### config.mk
export PLATFORM = sky130hd
export DESIGN_NAME = port3_pin_control_and_level_irq
export DESIGN_NICKNAME = d
export VERILOG_FILES = /design/src/port3_pkg.sv /design/src/port3_pin_ctrl.sv /design/src/port3_pin_control_and_level_irq.sv
export SDC_FILE = /design/constraint.sdc
export NUM_CORES = 1
export LEC_CHECK = 0
export BUFFER_PORTS_ARGS = -buffer_cell sky130_fd_sc_hd__buf_2
export CAP_MARGIN = 5
export CELL_PAD_IN_SITES_DETAIL_PLACEMENT = 0
export CELL_PAD_IN_SITES_GLOBAL_PLACEMENT = 1
export CORE_ASPECT_RATIO = 0.9
export CORE_MARGIN = 3
export CORE_UTILIZATION = 42
export CTS_CLUSTER_SIZE = 30
export DETAILED_ROUTE_END_ITERATION = 10
export MAX_ROUTING_LAYER = met4
export PLACE_DENSITY = 0.79
export SYNTH_ARGS = -nofsm -noshare
export SYNTH_HDL_FRONTEND = slang
export SYNTH_SLANG_ARGS = --single-unit
### constraint.sdc
create_clock -name mclk_i -period 1.2 [get_ports mclk_i]
set_input_delay 0.06 -clock mclk_i [delete_from_list [all_inputs] [get_ports mclk_i]]
set_output_delay 0.06 -clock mclk_i [all_outputs]
set_load 0.02 [all_outputs]
### src/port3_pkg.sv
// port3_pkg: register offsets, control field positions and reset values
// assumes a 4-bit register port addressed by a small byte-wide address
package port3_pkg;
    // ************************************************************
    // register offsets
    // ************************************************************
    localparam logic [7:0] PIN0_PORT_CONTROL_OFS = 8'h14;
    localparam logic [7:0] PIN1_PORT_CONTROL_OFS = 8'h15;
    localparam logic [7:0] PIN2_PORT_CONTROL_OFS = 8'h16;
    localparam logic [7:0] PIN3_PORT_CONTROL_OFS = 8'h17;
    localparam logic [7:0] PORT_STATUS_OFS       = 8'h18;
    localparam logic [7:0] PULL_CONTROL_OFS      = 8'h19;
    // ************************************************************
    // control field positions and reset values
    // ************************************************************
    localparam int         PIN_IRQ_ENABLE_BIT    = 3;
    localparam int         SAMPLE_CLOCK_SEL_BIT  = 2;
    localparam int         OSC_MONITOR_SEL_BIT   = 2;
    localparam int         PIN_DIRECTION_BIT     = 1;
    localparam int         PIN_DRIVE_SEL_BIT     = 0;
    localparam int         PULL_DIRECTION_BIT    = 0;
    localparam logic [3:0] CONTROL_RESET         = 4'h0;
    localparam logic       PULL_RESET            = 1'b0;
    localparam int         PIN_COUNT             = 4;
    localparam int         MONITOR_PIN           = 3;
endpackage : port3_pkg

### src/port3_pin_ctrl.sv
// port3_pin_ctrl: per-pin pad control and level-change detector
// assumes pin level already synchronised and one-cycle sample strobes
`timescale 1ns/100ps
module port3_pin_ctrl #(
    parameter bit HAS_CLK_SEL = 1'b1                 // pin may choose system clock
) (
    input  wire logic       mclk_i,                  // system clock
    input  wire logic       arst_n_i,                // async reset, active low
    input  wire logic [3:0] ctrl_i,                  // control register value
    input  wire logic       pull_down_i,             // shared pull direction
    input  wire logic       out_data_i,              // port data bit
    input  wire logic       mon_clk_i,               // oscillator monitor clock
    input  wire logic       pin_sync_i,              // synchronised pin level
    input  wire logic       tick_64hz_i,             // time base sample strobe
    input  wire logic       tick_sys_i,              // system clock sample strobe
    output logic            pad_out_o,               // pad output level
    output logic            pad_oe_o,                // pad output enable
    output logic            pull_up_en_o,            // pull-up resistor on
    output logic            pull_dn_en_o,            // pull-down resistor on
    output logic            change_o                 // enabled level change pulse
);
    // ************************************************************
    // pad mode
    // ************************************************************
    logic mon_sel;
    logic out_mode;
    logic drive_sel;
    logic out_val;
    logic sample_tick;
    logic prev_r;
    logic prev_nxt;
    logic change_r;
    logic change_nxt;

    assign mon_sel   = !HAS_CLK_SEL && ctrl_i[port3_pkg::OSC_MONITOR_SEL_BIT];
    assign out_mode  = ctrl_i[port3_pkg::PIN_DIRECTION_BIT] || mon_sel;
    assign drive_sel = ctrl_i[port3_pkg::PIN_DRIVE_SEL_BIT];
    assign out_val   = mon_sel ? mon_clk_i : out_data_i;

    always_comb begin
        pad_out_o    = 1'b0;
        pad_oe_o     = 1'b0;
        pull_up_en_o = 1'b0;
        pull_dn_en_o = 1'b0;
        if (out_mode) begin
            // open drain only pulls low; a high leaves the pin floating
            pad_out_o = drive_sel ? 1'b0 : out_val;
            pad_oe_o  = drive_sel ? !out_val : 1'b1;
        end else if (!drive_sel) begin
            pull_up_en_o = !pull_down_i;
            pull_dn_en_o = pull_down_i;
        end
    end

    // ************************************************************
    // level change detector
    // ************************************************************
    // the fourth pin has no clock choice and always uses the time base
    assign sample_tick = (HAS_CLK_SEL && ctrl_i[port3_pkg::SAMPLE_CLOCK_SEL_BIT])
                         ? tick_sys_i : tick_64hz_i;

    always_comb begin
        prev_nxt   = prev_r;
        change_nxt = 1'b0;
        if (sample_tick) begin
            prev_nxt   = pin_sync_i;
            change_nxt = (pin_sync_i != prev_r) && !out_mode
                         && ctrl_i[port3_pkg::PIN_IRQ_ENABLE_BIT];
        end
    end

    always_ff @(posedge mclk_i or negedge arst_n_i) begin
        if (!arst_n_i) begin
            prev_r   <= 1'b0;
            change_r <= 1'b0;
        end else begin
            prev_r   <= prev_nxt;
            change_r <= change_nxt;
        end
    end

    assign change_o = change_r;

    chk_no_irq_output : assert property (@(posedge mclk_i) disable iff (!arst_n_i)
        change_r |-> !$past(out_mode) && $past(ctrl_i[port3_pkg::PIN_IRQ_ENABLE_BIT]))
        else $error("change flagged on output or disabled pin");
    chk_monitor_drive : assert property (@(posedge mclk_i) disable iff (!arst_n_i)
        (mon_sel && !drive_sel) |-> (pad_oe_o && pad_out_o == mon_clk_i))
        else $error("monitor pin not driven");
endmodule : port3_pin_ctrl

### src/port3_pin_control_and_level_irq.sv
// port3_pin_control_and_level_irq: four-pin port control and level-change interrupt
// assumes a simple strobe register port and a 64 Hz time base tick input
//
// Function
// - control registers are four bits, write-only; no read-modify-write by software
// - bit 3 enables level-change interrupt, only for a pin in input mode
// - bit 2 picks sampling: 0 the 64 Hz tick, 1 the system clock
// - fourth pin always samples with the 64 Hz tick
// - fourth pin bit 2 routes the oscillator monitor clock to the pin
// - monitor select forces the fourth pin to output mode
// - bit 1 sets direction: 0 input, 1 output
// - bit 0: pulled or high-impedance input; push-pull or open-drain output
// - shared pull direction bit: 0 pull-up, 1 pull-down
// - change outputs of all enabled pins ORed into one interrupt request
// - request raised two cycles after the first sampling tick that sees the filtered pin change
`timescale 1ns/100ps
module port3_pin_control_and_level_irq (
    input  wire logic       mclk_i,                  // system clock, 10 MHz
    input  wire logic       arst_n_i,                // async reset, active low
    input  wire logic [7:0] addr_i,                  // register address
    input  wire logic [3:0] wdata_i,                 // write data
    input  wire logic       wr_i,                    // write strobe
    input  wire logic       rd_i,                    // read strobe
    output logic      [3:0] rdata_o,                 // read data, cycle after rd_i
    input  wire logic [3:0] port_data_i,             // port output data bits
    input  wire logic       mon_clk_i,               // oscillator monitor clock
    input  wire logic       tick_64hz_i,             // time base 64 Hz tick
    input  wire logic [3:0] pin_in_i,                // pad input levels
    output logic      [3:0] pin_out_o,               // pad output levels
    output logic      [3:0] pin_oe_o,                // pad output enables
    output logic      [3:0] pull_up_en_o,            // pull-up enables
    output logic      [3:0] pull_dn_en_o,            // pull-down enables
    output logic            ext_level_irq_o          // ORed level-change request
);
    // ************************************************************
    // register file
    // ************************************************************
    logic [3:0] ctrl_r [4];
    logic [3:0] ctrl_nxt [4];
    logic       pull_r;
    logic       pull_nxt;
    logic [3:0] rdata_r;
    logic [3:0] rdata_nxt;
    logic [3:0] sync1_r;
    logic [3:0] sync2_r;
    logic [3:0] sync3_r;
    logic [3:0] level_r;
    logic [3:0] level_nxt;
    logic [3:0] change;
    logic       irq_r;
    logic       irq_nxt;

    // control registers are write-only and read back as zero
    always_comb begin
        for (int i = 0; i < port3_pkg::PIN_COUNT; i++) begin
            ctrl_nxt[i] = ctrl_r[i];
        end
        pull_nxt  = pull_r;
        rdata_nxt = 4'h0;
        if (wr_i) begin
            if (addr_i == port3_pkg::PIN0_PORT_CONTROL_OFS) begin
                ctrl_nxt[0] = wdata_i;
            end else if (addr_i == port3_pkg::PIN1_PORT_CONTROL_OFS) begin
                ctrl_nxt[1] = wdata_i;
            end else if (addr_i == port3_pkg::PIN2_PORT_CONTROL_OFS) begin
                ctrl_nxt[2] = wdata_i;
            end else if (addr_i == port3_pkg::PIN3_PORT_CONTROL_OFS) begin
                ctrl_nxt[3] = wdata_i;
            end else if (addr_i == port3_pkg::PULL_CONTROL_OFS) begin
                pull_nxt = wdata_i[port3_pkg::PULL_DIRECTION_BIT];
            end
        end
        if (rd_i) begin
            if (addr_i == port3_pkg::PORT_STATUS_OFS) begin
                rdata_nxt = level_r;
            end else if (addr_i == port3_pkg::PULL_CONTROL_OFS) begin
                rdata_nxt = {3'h0, pull_r};
            end
        end
    end

    always_ff @(posedge mclk_i or negedge arst_n_i) begin
        if (!arst_n_i) begin
            for (int i = 0; i < port3_pkg::PIN_COUNT; i++) begin
                ctrl_r[i] <= port3_pkg::CONTROL_RESET;
            end
            pull_r  <= port3_pkg::PULL_RESET;
            rdata_r <= 4'h0;
        end else begin
            for (int i = 0; i < port3_pkg::PIN_COUNT; i++) begin
                ctrl_r[i] <= ctrl_nxt[i];
            end
            pull_r  <= pull_nxt;
            rdata_r <= rdata_nxt;
        end
    end

    assign rdata_o = rdata_r;

    // read data stands only in the cycle after its strobe, so idle reads see zero
    chk_read_one_cycle : assert property (@(posedge mclk_i) disable iff (!arst_n_i)
        !$past(rd_i) |-> rdata_o == 4'h0)
        else $error("read data outside its cycle");
    chk_status_read : assert property (@(posedge mclk_i) disable iff (!arst_n_i)
        (rd_i && addr_i == port3_pkg::PORT_STATUS_OFS) |=> rdata_o == $past(level_r))
        else $error("status read does not show filtered levels");
    chk_pull_write : assert property (@(posedge mclk_i) disable iff (!arst_n_i)
        (wr_i && addr_i == port3_pkg::PULL_CONTROL_OFS)
        |=> pull_r == $past(wdata_i[port3_pkg::PULL_DIRECTION_BIT]))
        else $error("pull direction write lost");

    // ************************************************************
    // pin synchronisers
    // ************************************************************
    // a change is accepted only when stages two and three agree
    always_comb begin
        level_nxt = level_r;
        for (int i = 0; i < port3_pkg::PIN_COUNT; i++) begin
            if (sync2_r[i] == sync3_r[i]) begin
                level_nxt[i] = sync3_r[i];
            end
        end
    end

    always_ff @(posedge mclk_i or negedge arst_n_i) begin
        if (!arst_n_i) begin
            sync1_r <= 4'h0;
            sync2_r <= 4'h0;
            sync3_r <= 4'h0;
            level_r <= 4'h0;
        end else begin
            sync1_r <= pin_in_i;
            sync2_r <= sync1_r;
            sync3_r <= sync2_r;
            level_r <= level_nxt;
        end
    end

    // a glitch shorter than two samples must never reach the detectors
    chk_level_filter : assert property (@(posedge mclk_i) disable iff (!arst_n_i)
        ((level_r ^ $past(level_r)) & ($past(sync2_r) ^ $past(sync3_r))) == 4'h0)
        else $error("level accepted before the synchroniser agreed");

    // ************************************************************
    // per-pin control
    // ************************************************************
    // the system clock sample strobe is every cycle of mclk
    for (genvar g = 0; g < port3_pkg::PIN_COUNT; g++) begin : gen_pin
        port3_pin_ctrl #(
            .HAS_CLK_SEL (g != port3_pkg::MONITOR_PIN)
        ) u_pin (
            .mclk_i       (mclk_i),
            .arst_n_i     (arst_n_i),
            .ctrl_i       (ctrl_r[g]),
            .pull_down_i  (pull_r),
            .out_data_i   (port_data_i[g]),
            .mon_clk_i    (mon_clk_i),
            .pin_sync_i   (level_r[g]),
            .tick_64hz_i  (tick_64hz_i),
            .tick_sys_i   (1'b1),
            .pad_out_o    (pin_out_o[g]),
            .pad_oe_o     (pin_oe_o[g]),
            .pull_up_en_o (pull_up_en_o[g]),
            .pull_dn_en_o (pull_dn_en_o[g]),
            .change_o     (change[g])
        );
    end

    // pad modes seen from the top-level pins, checked on pins 1 and 3
    chk_output_no_pull : assert property (@(posedge mclk_i) disable iff (!arst_n_i)
        ctrl_r[1][port3_pkg::PIN_DIRECTION_BIT] |-> !(pull_up_en_o[1] || pull_dn_en_o[1]))
        else $error("pull resistor on an output pin");
    chk_cmos_drive : assert property (@(posedge mclk_i) disable iff (!arst_n_i)
        (ctrl_r[1][1:0] == 2'h2) |-> (pin_oe_o[1] && pin_out_o[1] == port_data_i[1]))
        else $error("push-pull pin not driven");
    chk_open_drain : assert property (@(posedge mclk_i) disable iff (!arst_n_i)
        (ctrl_r[1][1:0] == 2'h3) |-> (!pin_out_o[1] && pin_oe_o[1] == !port_data_i[1]))
        else $error("open-drain pin drives high");
    chk_monitor_output : assert property (@(posedge mclk_i) disable iff (!arst_n_i)
        ctrl_r[3][port3_pkg::OSC_MONITOR_SEL_BIT] |-> !(pull_up_en_o[3] || pull_dn_en_o[3]))
        else $error("monitor pin left as input");

    // ************************************************************
    // shared interrupt request
    // ************************************************************
    // one-cycle pulse; the flag itself lives in the interrupt controller
    assign irq_nxt = |change;

    always_ff @(posedge mclk_i or negedge arst_n_i) begin
        if (!arst_n_i) begin
            irq_r <= 1'b0;
        end else begin
            irq_r <= irq_nxt;
        end
    end

    assign ext_level_irq_o = irq_r;

    chk_irq_or_changes : assert property (@(posedge mclk_i) disable iff (!arst_n_i)
        ext_level_irq_o == |$past(change))
        else $error("interrupt is not the OR of pin changes");
    chk_irq_needs_tick : assert property (@(posedge mclk_i) disable iff (!arst_n_i)
        $rose(ext_level_irq_o) && ctrl_r[3][3] && !ctrl_r[0][3] && !ctrl_r[1][3]
        && !ctrl_r[2][3] |-> $past(tick_64hz_i, 2))
        else $error("fourth pin change not on a 64 Hz tick");
    // an enable acts two cycles later: one in the pin detector, one in this register
    chk_irq_disabled : assert property (@(posedge mclk_i) disable iff (!arst_n_i)
        !$past(ctrl_r[0][3], 2) && !$past(ctrl_r[1][3], 2)
        && !$past(ctrl_r[2][3], 2) && !$past(ctrl_r[3][3], 2) |-> !ext_level_irq_o)
        else $error("interrupt raised with every enable clear");
    // register port, then pull select on pin 0 and high-impedance input on pin 1
    chk_ctrl_write : assert property (@(posedge mclk_i) disable iff (!arst_n_i)
        (wr_i && addr_i == port3_pkg::PIN1_PORT_CONTROL_OFS) |=> ctrl_r[1] == $past(wdata_i))
        else $error("control write lost");
    chk_ctrl_no_read : assert property (@(posedge mclk_i) disable iff (!arst_n_i)
        (rd_i && addr_i[7:2] == 6'h05) |=> rdata_o == 4'h0)
        else $error("control register read back");
    chk_pull_select : assert property (@(posedge mclk_i) disable iff (!arst_n_i)
        (ctrl_r[0][1:0] == 2'h0) |-> (pull_dn_en_o[0] == pull_r && pull_up_en_o[0] == !pull_r))
        else $error("pull direction wrong");
    chk_input_hiz : assert property (@(posedge mclk_i) disable iff (!arst_n_i)
        (ctrl_r[1][1:0] == 2'h1) |-> !(pin_oe_o[1] || pull_up_en_o[1] || pull_dn_en_o[1]))
        else $error("high-impedance input not floating");
endmodule : port3_pin_control_and_level_irq

==> flow_summary_export.csv <==
group,metric,value,unit
clocking,clock_tree.buffer_depth,2,
logic_synthesis,synthFlopType,"dfrtp_1",
sta,hold_viol,0,
global_route,grt_use_total,16.2,%
setup_path,rr_worst_depth,3,
global_route,grt_pass1_vias,1319,
pwr,combPwrFrac,14.4,%
die,coreArea,4490,um^2
die,die_x,78.3,um
logic_synthesis,syn_inst,142,
sta,post-route-min-period,1.37,ns
routing,dr_total_vias,1292,
setup_path,start_kind,"register",
finish,drive_above_1_share,61.5,%
run_status,status,"finished, violations left",
logic_synthesis,synth_edf_count,0,
clocking,cts_tree,"yes",
pwr,p_sw_share,25.0,%
sta,worst_pin_slew,0.289,ns
placement,gp_congestion,0.772,
pwr,ir_drop,943,uV
finish,post-route-util,61.8,%
clocking,worstSkewPairLatency,0.30,ns
pwr,intPower,0.00252,W
hold_path,hp-start,"tick_64hz_i",
logic_synthesis,ys_async_sr_fraction,100,%
pwr,pwr-share-seq,51.1,%
clocking,cts_made_buffers,5,
routing,ant_nets,0,
sta,finalSetupViolCount,27,
setup_path,r2r_end,"pull_r",
run,maxCapViolations,0,
routing,wl,4210,um
global_route,grt_pass1_wl,6560,um
die,die_y,71.0,um
pwr,pwr-share-clk,34.5,%
finish,nNetsFinal,230,
global_route,gr-total-overflow,0,
setup_path,worst-path-max-fanout,6,
logic_synthesis,ys_types,29,
sta,fmax,0.733,GHz
hold_path,hold_depth,3,
logic_synthesis,yosysSeqAreaShare,58.3,%
logic_synthesis,ys_warn_count,0,
die,start_util,44.0,%
setup_path,crit_required,1.14,ns
sta,fin_crit_sh,114,%
clocking,clk_pin_slew_worst_paths,0.09,ns
routing,drt-wirelength-per-cell,15.8,um
logic_synthesis,ys_seq_elements,46,
routing,route.detailed.drc,0,
hold_path,hold_path_end,"gen_pin[3].u_pin.change_o",
sta,skew,0.00323,ns
setup_path,end_kind,"output port",
pwr,p_switching,0.000838,W
die,fp.dieArea,5560,um^2
finish,fin_area,2780,um^2
finish,antenna_cells,0,
routing,drtPass1Iterations,4,
finish,area_growth,40.6,%
logic_synthesis,netlist_area,1970,um^2
logic_synthesis,syn_nets,168,
run_status,violations,"setup timing",
sta,max-slew-margin-rel,80.5,%
routing,drt_iter0_markers,98,
setup_path,crit-reg2reg-launch,"pull_r",
setup_path,regToRegSetupSlack,0.09,ns
pwr,p_per_area,1210,nW/um^2
pwr,p_leak,1.30,nW
placement,port_buffers,46,
setup_path,cp.arrival,1.31,ns
global_route,antenna_found_initial,0,
placement,post-dp-hpwl,2620,um
sta,slew_viol_final,0,
clocking,cts_sinks,46,
logic_synthesis,synth_area_per_cell,13.9,um^2
global_route,grt_max_degree,47,
die,ioPinCount,47,
die,rows,23,
pwr,power,0.00336,W
sta,hold_slack,0.0374,ns
routing,viasPerCell,4.84,
hold_path,hp-class,"in2reg",
sta,worst_slack,-0.165,ns
sta,rsz0062_at_grt,"yes",
placement,place_area,2220,um^2
clocking,clock-root-buffer,"clkbuf_8",
setup_path,worstSetupPathType,"reg2out",
clocking,cts.htree.levels,2,
cell usage after synthesis (3+ instances only):
master,number,area (um^2)
a21boi_0,3,22.5
and3b_1,3,26.3
buf_4,16,120
dfrtp_1,46,1150
maj3_1,4,40.0
mux2_1,4,45.0
mux2_2,17,191
nand2_1,4,15.0
nand3b_1,3,22.5
nor2_1,3,11.3
nor3_1,5,25.0
nor3b_1,3,22.5
nor4_1,3,18.8
nor4b_1,5,43.8
xnor2_1,4,35.0
power by group through the flow:
stage	sequential, W	combinational, W	clock, W
floorplan	0.00172	0.000255	0
global placement	0.00173	0.000348	0
detailed placement	0.00174	0.000359	0
CTS	0.00171	0.000444	0.00118
global route	0.00173	0.000523	0.00126
finish	0.00172	0.000483	0.00116
metrics by stage:
stage	cells	TNS (ns)	worst slack, ns
CTS	264	-2.13	-0.115
global route	267	-3.23	-0.199
detailed placement	239	-9.08	-0.487
floorplan	142	-4.60	-0.305
global placement	239	-8.62	-0.468
finish	267	-2.12	-0.165
routing by layer:
metal	track usage, %	share of wire, %	up-vias	routed length, um
li1	-	-	610	-
met1	19.9	42	651	1790
met2	25.3	53	24	2210
met3	3.18	2.7	7	114
met4	8.74	2.2	0	92
met5	-	0	-	0
registers in the layout, indices dropped and copies added (netlist names):
signal / count
gen_pin.u_pin.prev_r: 4
sync2_r: 4
sync1_r: 4
ext_level_irq_o: 1
ctrl_r: 16
gen_pin.u_pin.change_o: 4
level_r: 4
sync3_r: 4
rdata_o: 4
pull_r: 1
worst max-delay path: stages (launching register included):
cell      delay, ns
dfrtp_2        0.47
nand3b_1       0.21
a21oi_2        0.16
buf_4          0.16
worst max-delay path by stage:
| stage | start | end | depth (start not counted) |
|---|---|---|---|
| 2_1_floorplan | addr_i[5] | ctrl_r[12] | 4 |
| 3_3_place_gp | addr_i[5] | rdata_o[3] | 6 |
| 3_5_place_dp | addr_i[5] | ctrl_r[10] | 4 |
| 4_1_cts | pull_r | pull_dn_en_o[3] | 3 |
| 5_1_grt | pull_r | pull_up_en_o[3] | 3 |
| 6_report | ctrl_r[2] | pin_out_o[3] | 3 |
placed cells by master (no fill, tap or decap), types with 5 or more instances in the layout:
cell type	instances
dlygate4sd3_1	5
mux2_4	17
buf_6	17
clkbuf_8	5
buf_4	21
dfrtp_1	36
dfrtp_2	10
buf_2	30
what timing repair did:
item | in CTS | in global routing
endpoints found under the hold margin | 50 | 0
hold buffers | 5 | 0
gates resized for setup | 48 | 33
endpoints found under the setup margin | 32 | 35
pin swaps | 8 | 4
buffers inserted | 12 | 3
cells by family after synthesis:
logic type	count (synthesis)	share of synthesized area (%)
DFF	46	58.3
adders and majority gates	4	2.03
AOI/OAI and AO/OA	6	1.96
buffers and inverters	20	7.22
xor gates and xnor gates	4	1.77
and+or+nand+nor	40	16.2
muxes	22	12.5
final cells by class:
type,count,area (um^2)
Timing Repair Buffer,74,569
Clock buffer,5,68.8
Multi-Input combinational cell,76,847
Fill cell,365,1710
Tap cell,62,77.6
Clock inverter,3,45.0
Inverter,1,3.75
Sequential cell,46,1160
Note: power is estimated with default switching activity, not from simulation.
